==> src/design/pws_pkg.sv <==
package pws_pkg;
   localparam int CNT_W = 16;
   localparam int PRE_W = 8;
   localparam int SEL_W = 3;
   localparam int LVL_W = 3;
   localparam logic [15:0] CNT_START = 16'h0001;
   localparam logic [15:0] WIDTH_RESET = 16'h0000;
   localparam logic [15:0] PERIOD_RESET = 16'h0000;
   localparam logic [15:0] WIDTH_ZERO = 16'h0000;
   localparam logic [15:0] PERIOD_FULL = 16'h0000;
   localparam logic [2:0] LVL_OFF = 3'h0;
   // system clock divide ratio minus one, for the two settings
   localparam logic [1:0] DIV2_LAST = 2'h1;
   localparam logic [1:0] DIV3_LAST = 2'h2;
   localparam logic [2:0] SEL_SLOWEST = 3'h7;
   localparam logic [7:0] MASK_SLOWEST = 8'hff;
endpackage : pws_pkg

==> src/design/pws_prescale.sv <==
module pws_prescale (
   input wire logic clk,
   input wire logic rst_b,
   input wire logic clk_en,
   input wire logic clr,
   input wire logic div3,
   input wire logic [pws_pkg::SEL_W-1:0] clk_sel,
   output logic tick
);
   typedef struct packed {
      logic [1:0] div_cnt;
      logic [pws_pkg::PRE_W-1:0] pre_cnt;
      logic tick;
   } pws_pre_s;

   pws_pre_s st_ff;
   pws_pre_s nxt_st;

   always_comb begin
      logic pclk;
      logic [pws_pkg::PRE_W-1:0] mask;
      pclk = 1'b0;
      mask = '0;
      nxt_st = st_ff;
      nxt_st.tick = 1'b0;
      if (clr) begin
         nxt_st.div_cnt = '0;
         nxt_st.pre_cnt = '0;
      end else begin
         // first stage: system clock over 2 or 3
         pclk = (st_ff.div_cnt == (div3 ? pws_pkg::DIV3_LAST : pws_pkg::DIV2_LAST));
         nxt_st.div_cnt = pclk ? 2'h0 : 2'(st_ff.div_cnt + 2'h1);
         if (pclk) begin
            if (clk_sel == pws_pkg::SEL_SLOWEST) begin
               mask = pws_pkg::MASK_SLOWEST;
            end else begin
               mask = 8'((8'h01 << clk_sel) - 8'h01);
            end
            nxt_st.tick = ((st_ff.pre_cnt & mask) == mask);
            nxt_st.pre_cnt = 8'(st_ff.pre_cnt + 8'h01);
         end
      end
   end

   always_ff @(posedge clk or negedge rst_b) begin
      if (!rst_b) begin
         st_ff <= '0;
      end else if (clk_en) begin
         st_ff <= nxt_st;
      end
   end

   assign tick = st_ff.tick;
endmodule : pws_prescale

==> src/design/pws_pulse.sv <==
module pws_pulse (
   input wire logic clk,
   input wire logic rst_b,
   input wire logic clk_en,
   input wire logic enable,
   input wire logic polarity,
   input wire logic div3,
   input wire logic [pws_pkg::SEL_W-1:0] clk_sel,
   input wire logic [pws_pkg::LVL_W-1:0] irq_priority_level,
   input wire logic freeze,
   input wire logic load_strobe,
   input wire logic wr_width,
   input wire logic wr_period,
   input wire logic wr_long,
   input wire logic [pws_pkg::CNT_W-1:0] wdata_width,
   input wire logic [pws_pkg::CNT_W-1:0] wdata_period,
   input wire logic flag_read,
   input wire logic flag_clear_wr,
   output logic pwm_pin,
   output logic [pws_pkg::CNT_W-1:0] counter_value,
   output logic [pws_pkg::CNT_W-1:0] next_width_reg,
   output logic [pws_pkg::CNT_W-1:0] next_period_reg,
   output logic flag,
   output logic irq_req,
   output logic [pws_pkg::LVL_W-1:0] irq_level_out
);
   typedef struct packed {
      logic [pws_pkg::CNT_W-1:0] next_w;
      logic [pws_pkg::CNT_W-1:0] next_p;
      logic [pws_pkg::CNT_W-1:0] act_w;
      logic [pws_pkg::CNT_W-1:0] act_p;
      logic [pws_pkg::CNT_W-1:0] cnt;
      logic out;
      logic pin;
      logic flag;
      logic armed;
      logic irq;
      logic [pws_pkg::LVL_W-1:0] lvl;
      logic en_q;
   } pws_state_s;

   pws_state_s st_ff;
   pws_state_s nxt_st;
   logic tick;
   logic full;
   logic en_rise;
   logic bnd;
   logic set_evt;
   logic [pws_pkg::CNT_W-1:0] new_w;

   // prescaler held cleared while disabled or reloaded
   pws_prescale u_clock_prescale_unit (
      .clk(clk),
      .rst_b(rst_b),
      .clk_en(clk_en),
      .clr(!enable || !st_ff.en_q || load_strobe),
      .div3(div3),
      .clk_sel(clk_sel),
      .tick(tick)
   );

   // a period register of zero means 65536 prescaler ticks, never full duty
   assign full = (st_ff.act_p != pws_pkg::PERIOD_FULL) && (st_ff.act_w >= st_ff.act_p);
   assign en_rise = enable && !st_ff.en_q;
   assign bnd = enable && st_ff.en_q && !load_strobe && tick && !freeze && (st_ff.cnt == st_ff.act_p);
   assign set_evt = en_rise || bnd;
   // a long write landing on the boundary keeps the old active pair
   assign new_w = (bnd && wr_long) ? st_ff.act_w : st_ff.next_w;

   always_comb begin
      nxt_st = st_ff;
      nxt_st.en_q = enable;
      if (wr_long) begin
         nxt_st.next_w = wdata_width;
         nxt_st.next_p = wdata_period;
      end else begin
         if (wr_width) begin
            nxt_st.next_w = wdata_width;
         end
         if (wr_period) begin
            nxt_st.next_p = wdata_period;
         end
      end
      if (!enable) begin
         // disabled: buffers follow the next registers continuously
         nxt_st.act_w = st_ff.next_w;
         nxt_st.act_p = st_ff.next_p;
         nxt_st.cnt = pws_pkg::CNT_START;
         nxt_st.out = 1'b0;
      end else if (en_rise || load_strobe) begin
         nxt_st.act_w = st_ff.next_w;
         nxt_st.act_p = st_ff.next_p;
         nxt_st.cnt = pws_pkg::CNT_START;
         nxt_st.out = (st_ff.next_w != pws_pkg::WIDTH_ZERO);
      end else if (tick && !freeze) begin
         if (bnd) begin
            if (!wr_long) begin
               nxt_st.act_w = st_ff.next_w;
               nxt_st.act_p = st_ff.next_p;
            end
            nxt_st.cnt = pws_pkg::CNT_START;
            nxt_st.out = (new_w != pws_pkg::WIDTH_ZERO);
         end else begin
            nxt_st.cnt = 16'(st_ff.cnt + 16'h0001);
            if ((st_ff.cnt == st_ff.act_w) && !full) begin
               nxt_st.out = 1'b0;
            end
         end
      end
      // flag: read as one arms a clear; any set in between wins
      if (!enable) begin
         nxt_st.flag = 1'b0;
         nxt_st.armed = 1'b0;
      end else if (set_evt) begin
         nxt_st.flag = 1'b1;
         nxt_st.armed = 1'b0;
      end else if (flag_clear_wr) begin
         nxt_st.flag = st_ff.armed ? 1'b0 : st_ff.flag;
         nxt_st.armed = 1'b0;
      end else if (flag_read && st_ff.flag) begin
         nxt_st.armed = 1'b1;
      end
      nxt_st.lvl = irq_priority_level;
      nxt_st.irq = nxt_st.flag && (irq_priority_level != pws_pkg::LVL_OFF);
      nxt_st.pin = nxt_st.out ^ polarity;
   end

   always_ff @(posedge clk or negedge rst_b) begin
      if (!rst_b) begin
         st_ff.next_w <= pws_pkg::WIDTH_RESET;
         st_ff.next_p <= pws_pkg::PERIOD_RESET;
         st_ff.act_w <= pws_pkg::WIDTH_RESET;
         st_ff.act_p <= pws_pkg::PERIOD_RESET;
         st_ff.cnt <= pws_pkg::CNT_START;
         st_ff.out <= 1'b0;
         st_ff.pin <= 1'b0;
         st_ff.flag <= 1'b0;
         st_ff.armed <= 1'b0;
         st_ff.irq <= 1'b0;
         st_ff.lvl <= pws_pkg::LVL_OFF;
         st_ff.en_q <= 1'b0;
      end else if (clk_en) begin
         st_ff <= nxt_st;
      end
   end

   assign pwm_pin = st_ff.pin;
   assign counter_value = st_ff.cnt;
   assign next_width_reg = st_ff.next_w;
   assign next_period_reg = st_ff.next_p;
   assign flag = st_ff.flag;
   assign irq_req = st_ff.irq;
   assign irq_level_out = st_ff.lvl;
endmodule : pws_pulse

==> config.mk <==
export PLATFORM = sky130hd
export DESIGN_NAME = pws_pulse
export DESIGN_NICKNAME = d
export VERILOG_FILES = /design/src/design/pws_pkg.sv /design/src/design/pws_prescale.sv /design/src/design/pws_pulse.sv
export SDC_FILE = /design/constraint.sdc
export NUM_CORES = 1
export LEC_CHECK = 0
export ABC_CLOCK_PERIOD_IN_PS = 2000
export BUFFER_PORTS_ARGS = -buffer_cell sky130_fd_sc_hd__buf_2
export CAP_MARGIN = 20
export CORE_MARGIN = 4
export CORE_UTILIZATION = 51
export DETAILED_ROUTE_END_ITERATION = 10
export PLACE_DENSITY = 0.77
export SLEW_MARGIN = 20
export SYNTH_ARGS = -nofsm -noshare
export SYNTH_HDL_FRONTEND = slang
export SYNTH_HIERARCHICAL = 1
export SYNTH_SLANG_ARGS = --single-unit
==> constraint.sdc <==
create_clock -name clk -period 2 [get_ports clk]
set_input_delay 0.2 -clock clk [delete_from_list [all_inputs] [get_ports clk]]
set_output_delay 0.2 -clock clk [all_outputs]
set_load 0.05 [all_outputs]
# Yosys cells after proc, flatten, opt, wreduce, memory -nomap -nowiden
# Index checks and enable logic that the tools add are counted.
[totals] reg_bits=100 latch_bits=0 mem_bits_rw=0 romBits=0 input_bits=51 output_inout_bits=54 elab_cells=91 memories=0
[op_classes] addsub=4 multipliers=0 div=0 n_lt_le_gt_ge=1 n_eq_ne=9 n_shift=1 n_mux=25 n_bitwise=2 n_reduce_logical=34
[ops] operator="two-way mux 49 bit" count=3
[ops] operator="two-way mux 32 bit" count=3
[ops] operator="two-way mux 16 bit" count=3
[ops] operator="nonzero test 16 bit" count=3
[ops] operator="equality test 16 bit" count=2
[ops] operator="two-way mux 8 bit" count=3
[ops] operator="two-way mux 17 bit" count=1
[ops] operator="adder 16 x 1 -> 16 bit, second input constant" count=1
[ops] operator="greater-or-equal comparator 16 bit" count=1
[ops] operator="logical AND 1 bit" count=12
[ops] operator="two-way mux 10 bit" count=1
[ops] operator="AND reduction 2 bit" count=5
[ops] operator="two-way mux 9 bit" count=1
[ops] operator="adder 8 x 1 -> 8 bit, second input constant" count=1
[ops] operator="bitwise AND 8 bit" count=1
[ops] operator="equality test 8 bit" count=1
[ops] operator="two-way mux 2 bit" count=4
[ops] operator="left shift 1 x 3 -> 8 bit, first input constant" count=1
[ops] operator="subtractor 8 x 1 -> 8 bit, second input constant" count=1
[ops] operator="two-way mux 1 bit" count=6
[ops] operator="inequality test 3 x 1 -> 1 bit, second input constant" count=2
[ops] operator="nonzero test 2 bit" count=3
[ops] operator="logical NOT 1 bit" count=5
[ops] operator="logical OR 1 bit" count=4
[ops] operator="8 further kinds" count=8

# Logic depth before layout (Yosys ltp)
[depth] depth_word=13 depth_mapped=9 mapped_depth_nobuf=9

# Cells and area by module
# The synthesis kept the hierarchy.
[modules_own_cells] mod="pws_pulse" n_inst=1 cells_per_inst=456 area_each_um2=4987.3
[modules_own_cells] mod="pws_prescale" n_inst=1 cells_per_inst=87 area_each_um2=795.8

# Worst setup path before layout
# Ideal clock, no wire load.
[synth_path] kind="register to register" startpoint="reg st_ff (netlist bit counter_value[0])" endpoint="reg st_ff (netlist bit pwm_pin)" setup_time_ns=0.127 arrival_ns=2.006 t_required_ns=1.873 setup_slack_ns=-0.134 path_stages_with_launch=8 path_buffers=0 period_less_slack_ns=2.134 path_cell_list="dfstp_2 xnor2_1 nand2_1 or4_4 nor2_4 o211ai_1 a22o_1 mux2_1"
[synth_between] elab_chain_len=10
[synth_lines] item="start, declared" line_no="pws_pulse.sv:42" source="pws_state_s st_ff;"
[synth_lines] item="start signal, assigned" line_no="pws_pulse.sv:143" source="st_ff <= nxt_st;"
[synth_lines] item="equality test 16 bit" line_no="pws_pulse.sv:65" source="assign bnd = enable && st_ff.en_q && !load_strobe && tick && !freeze && (st_ff.cnt == st_ff.act_p);"
[synth_lines] item="logical AND 1 bit" line_no="pws_pulse.sv:65"
[synth_lines] item="logical AND 1 bit" line_no="pws_pulse.sv:68" source="assign new_w = (bnd && wr_long) ? st_ff.act_w : st_ff.next_w;"
[synth_lines] item="two-way mux 16 bit" line_no="pws_pulse.sv:68"
[synth_lines] item="nonzero test 16 bit" line_no="pws_pulse.sv:102" source="nxt_st.out = (new_w != pws_pkg::WIDTH_ZERO);"
[synth_lines] item="two-way mux 17 bit (*)" line_no="pws_pulse.sv:96" source="if (bnd) begin"
[synth_lines] item="two-way mux 49 bit (*)" line_no="pws_pulse.sv:95" source="end else if (tick && !freeze) begin"
[synth_lines] item="two-way mux 49 bit (*)" line_no="pws_pulse.sv:90" source="end else if (en_rise || load_strobe) begin"
[synth_lines] item="two-way mux 49 bit (*)" line_no="pws_pulse.sv:84" source="if (!enable) begin"
[synth_lines] item="bitwise XOR 1 bit (*)" line_no="pws_pulse.sv:125" source="nxt_st.pin = nxt_st.out ^ polarity;"
# Every way passes the cells marked *; elsewhere a longest branch is shown, timed or not. The select of a mux whose other input is x is not followed.
# A chain may end at the register's enable or synchronous reset.

# Worst setup path after layout
[layout_path] startpoint="reg st_ff[44] (netlist bit)" endpoint="reg st_ff (netlist bit pwm_pin)"
[layout_between] elab_chain_len=10
[layout_lines] item="greater-or-equal comparator 16 bit" line_no="pws_pulse.sv:63" source="assign full = (st_ff.act_p != pws_pkg::PERIOD_FULL) && (st_ff.act_w >= st_ff.act_p);"
[layout_lines] item="logical AND 1 bit" line_no="pws_pulse.sv:63"
[layout_lines] item="logical NOT 1 bit" line_no="pws_pulse.sv:105" source="if ((st_ff.cnt == st_ff.act_w) && !full) begin"
[layout_lines] item="logical AND 1 bit" line_no="pws_pulse.sv:105"
[layout_lines] item="two-way mux 1 bit" line_no="pws_pulse.sv:105"
[layout_lines] item="two-way mux 17 bit (*)" line_no="pws_pulse.sv:96"
[layout_lines] item="two-way mux 49 bit (*)" line_no="pws_pulse.sv:95"
[layout_lines] item="two-way mux 49 bit (*)" line_no="pws_pulse.sv:90"
[layout_lines] item="two-way mux 49 bit (*)" line_no="pws_pulse.sv:84"
[layout_lines] item="bitwise XOR 1 bit (*)" line_no="pws_pulse.sv:125"
# Marks and branches as above.

==> flow_summary.ini <==
[worst_setup_path]
cp_cell_sequence = ha_1 -> a22o_1 -> nor4_1 -> o21ai_1 -> a311oi_1 -> a22o_1 -> mux2_4
cp-start-kind = flip-flop
crit_path_top_delay_cell = dfrtp_1
rr_startpoint = st_ff[44]$_DFFE_PN0P_
critical_path_buf_inv_count = 0
r2r_end = pwm_pin$_DFFE_PN0P_
rr_worst_depth = 7
crit_required_ps = 2230
reg2reg_slack_ps = -210
cp.arrival_ps = 2440
worstSetupEndpointType = flip-flop
slowest_delay_ps = 410
cpMostUsedCell = a22o_1
cp.depth = 7
path_class = flip-flop to flip-flop
crit_family = compound AO/OA/AOI/OAI gates
crit_fanout = 2

[synthesis]
synth_cell_types = 65
ys_ff_latch = 100
synth_flop_cell = dfrtp_1
yosysWarnings = 6
syn-cell-area_um2 = 5780
synth_edf_count = 0
syn_inst = 543
async_flop_share_pct = 100
synth_nets = 613
seq_area_frac_synth_pct = 43.3
avgSynthCellArea_um2 = 10.7

[floorplanning]
die_area_um2 = 13100
die_x_um = 114
core_area_um2 = 11000
rows = 38
ioPinCount = 105
start_util_pct = 52.7
die_h_um = 114

[clock_tree]
ctsHtreeMaxLevel = 3
clk_pin_slew_ps = 70
clk_latency_ps = 350
cts-root-buf = clkbuf_16
cts_made_buffers = 9
clock-sinks = 100
cts_tree = built
cts_buffer_depth = 2

[min_path]
hold_path.class = input port to flip-flop
worstHoldPathCells = 2
min_to = next_period_reg[11]$_DFFE_PN0P_
worstHoldStart = wdata_period[11]

[placement]
placedCellCount = 795
dpl.hpwl_mm = 10.8
gp_congestion = 0.924
io_buffer_count = 104

[timing]
setup_slack_ps = -212
skew_ps = 13.5
period_share_pct = 111
setup_viol = 50
hold_violations = 0
rsz0062_at_grt = true
period_minus_slack_ps = 2210
slew_violations = 0
relSlewSlack_pct = 72.7
worstMarginPinSlew_ps = 409
max_freq_mhz = 452

[cells_and_area]
num-nets-final = 750
mostFrequentLayoutCells = buf_2, dfrtp_1, buf_4
final_common_cell = buf_2
diodes = 0
fill_cells = 789
largest_register_ffs = 35
layout-drive-gt1-share_pct = 48.5
final_util_pct = 66.7
syn_to_final_growth_pct = 26.6
largest_register = st_ff
instances_no_fill = 825

[grt]
gr-usage-met3_pct = 4.49
grt-ovfl-total = 0
antenna_found_initial = 0
busiest_layer = met2
grt_max_degree = 49
grt_pass1_vias = 4672
grt.total_usage_pct = 22.7
grt_first_pass_wirelength_mm = 23.5
use_met1_pct = 29.7
grt_use_met2_pct = 37.5

[pwr]
p_leak_nw = 3.56
vdd_drop_max_mv = 0.511
powerDensity_nw_per_um2 = 851

[routing]
vias = 4622
wl_per_cell_um = 18.7
drcViolationCount = 0
drtIter0Drc = 266
dr.pass1.iters = 5
viasPerCell = 5.60
routed_wl_mm = 15.4
ant_nets = 0

[outcome]
violations = setup timing
status = finished with violations

[flow_run]
drv_cap = 0
area by class of cell:
| type | instances | area (um^2) | area share, % |
|---|---|---|---|
| Clock buffer | 13 | 270 | 3.69 |
| Multi-Input combinational cell | 349 | 2930 | 40.0 |
| Clock inverter | 3 | 20.0 | 0.273 |
| Inverter | 25 | 93.8 | 1.28 |
| Tap cell | 140 | 175 | 2.39 |
| Sequential cell | 100 | 2500 | 34.2 |
| Timing Repair Buffer | 195 | 1330 | 18.2 |
through the flow:
| stage | cell area [um^2] | power [W] | setup TNS [ps] | setup slack (ps) | hold WS (ps) |
|---|---|---|---|---|---|
| after global placement | 6630 | 0.00435 | -3320 | -159 | 135 |
| after floorplan | 5800 | 0.00384 | -760 | -51.8 | -95.6 |
| final | 7320 | 0.00623 | -7530 | -212 | 80.6 |
| after detailed placement | 6630 | 0.00443 | -3750 | -197 | 130 |
| after CTS | 7030 | 0.00616 | -3810 | -136 | 77.0 |
| after global routing | 7320 | 0.00650 | -11700 | -307 | 80.7 |
what timing repair did:
| item | 4_1_cts | 5_1_grt |
|---|---|---|
| setup endpoints to repair | 48 | 48 |
| hold endpoints to repair | 21 | 0 |
| gates resized for setup | 17 | 57 |
| hold buffers | 1 | 0 |
| pin swaps | 8 | 17 |
| setup buffers | 4 | 4 |
| gates cloned | 0 | 5 |
routing by layer:
layer	part of all wire [%]	vias to the layer above
li1	-	2155
met1	42	2272
met2	50	156
met3	5.8	39
met4	2.6	0
met5	0	-
report_power, final:
part	switching [W]	internal, W	total [W]
combinational	0.00109	0.000857	0.00195
clock	0.000756	0.000945	0.00170
sequential	0.000284	0.00229	0.00258
kinds of logic (layout without fill, tap and decap cells):
group / after synthesis / in the layout / share of synthesized area, %
xor gates and xnor gates: 37 / 37 / 5.60
AOI/OAI and AO/OA: 95 / 95 / 10.3
DFF: 100 / 100 / 43.3
buffers and inverters: 94 / 236 / 10.1
and+or+nand+nor: 128 / 128 / 12.9
adders and majority gates: 19 / 19 / 4.11
muxes: 70 / 70 / 13.7
worst reg2reg max path: stages (launching register included):
cell and delay, ps:
dfrtp_1 410, ha_1 310, a22o_1 210, nor4_1 220, o21ai_1 120, a311oi_1 290
a22o_1 230, mux2_4 310
worst max path at each step:
stage / slack [ps] / to / start
final: -210 / pwm_pin$_DFFE_PN0P_ / st_ff[44]$_DFFE_PN0P_
after detailed placement: -200 / pwm_pin$_DFFE_PN0P_ / st_ff[29]$_DFFE_PN0P_
after global placement: -160 / pwm_pin$_DFFE_PN0P_ / st_ff[26]$_DFFE_PN0P_
after floorplan: -50 / pwm_pin$_DFFE_PN0P_ / counter_value[12]$_DFFE_PN0P_
after global routing: -310 / pwm_pin$_DFFE_PN0P_ / st_ff[28]$_DFFE_PN0P_
after CTS: -140 / pwm_pin$_DFFE_PN0P_ / st_ff[28]$_DFFE_PN0P_
cells in the mapped netlist (4+ instances only):
cell / count / area share, %
nand2_1: 23 / 1.5
xor2_1: 31 / 4.7
a21oi_1: 12 / 1.0
nor4_1: 17 / 1.8
buf_4: 52 / 6.8
nor2_1: 19 / 1.2
dfrtp_1: 99 / 43
clkbuf_1: 10 / 0.65
nor3_1: 8 / 0.69
inv_1: 25 / 1.6
ha_1: 19 / 4.1
o21ai_1: 15 / 1.3
a31oi_1: 4 / 0.43
nand2b_1: 10 / 1.1
o21ai_0: 31 / 2.7
buf_6: 4 / 0.78
and3_1: 8 / 0.87
nand4_1: 8 / 0.87
xnor2_1: 6 / 0.91
mux2_2: 67 / 13
nand3_1: 8 / 0.69
o31ai_1: 7 / 0.91
a21o_1: 5 / 0.65
(Power assumes the default switching activity.)
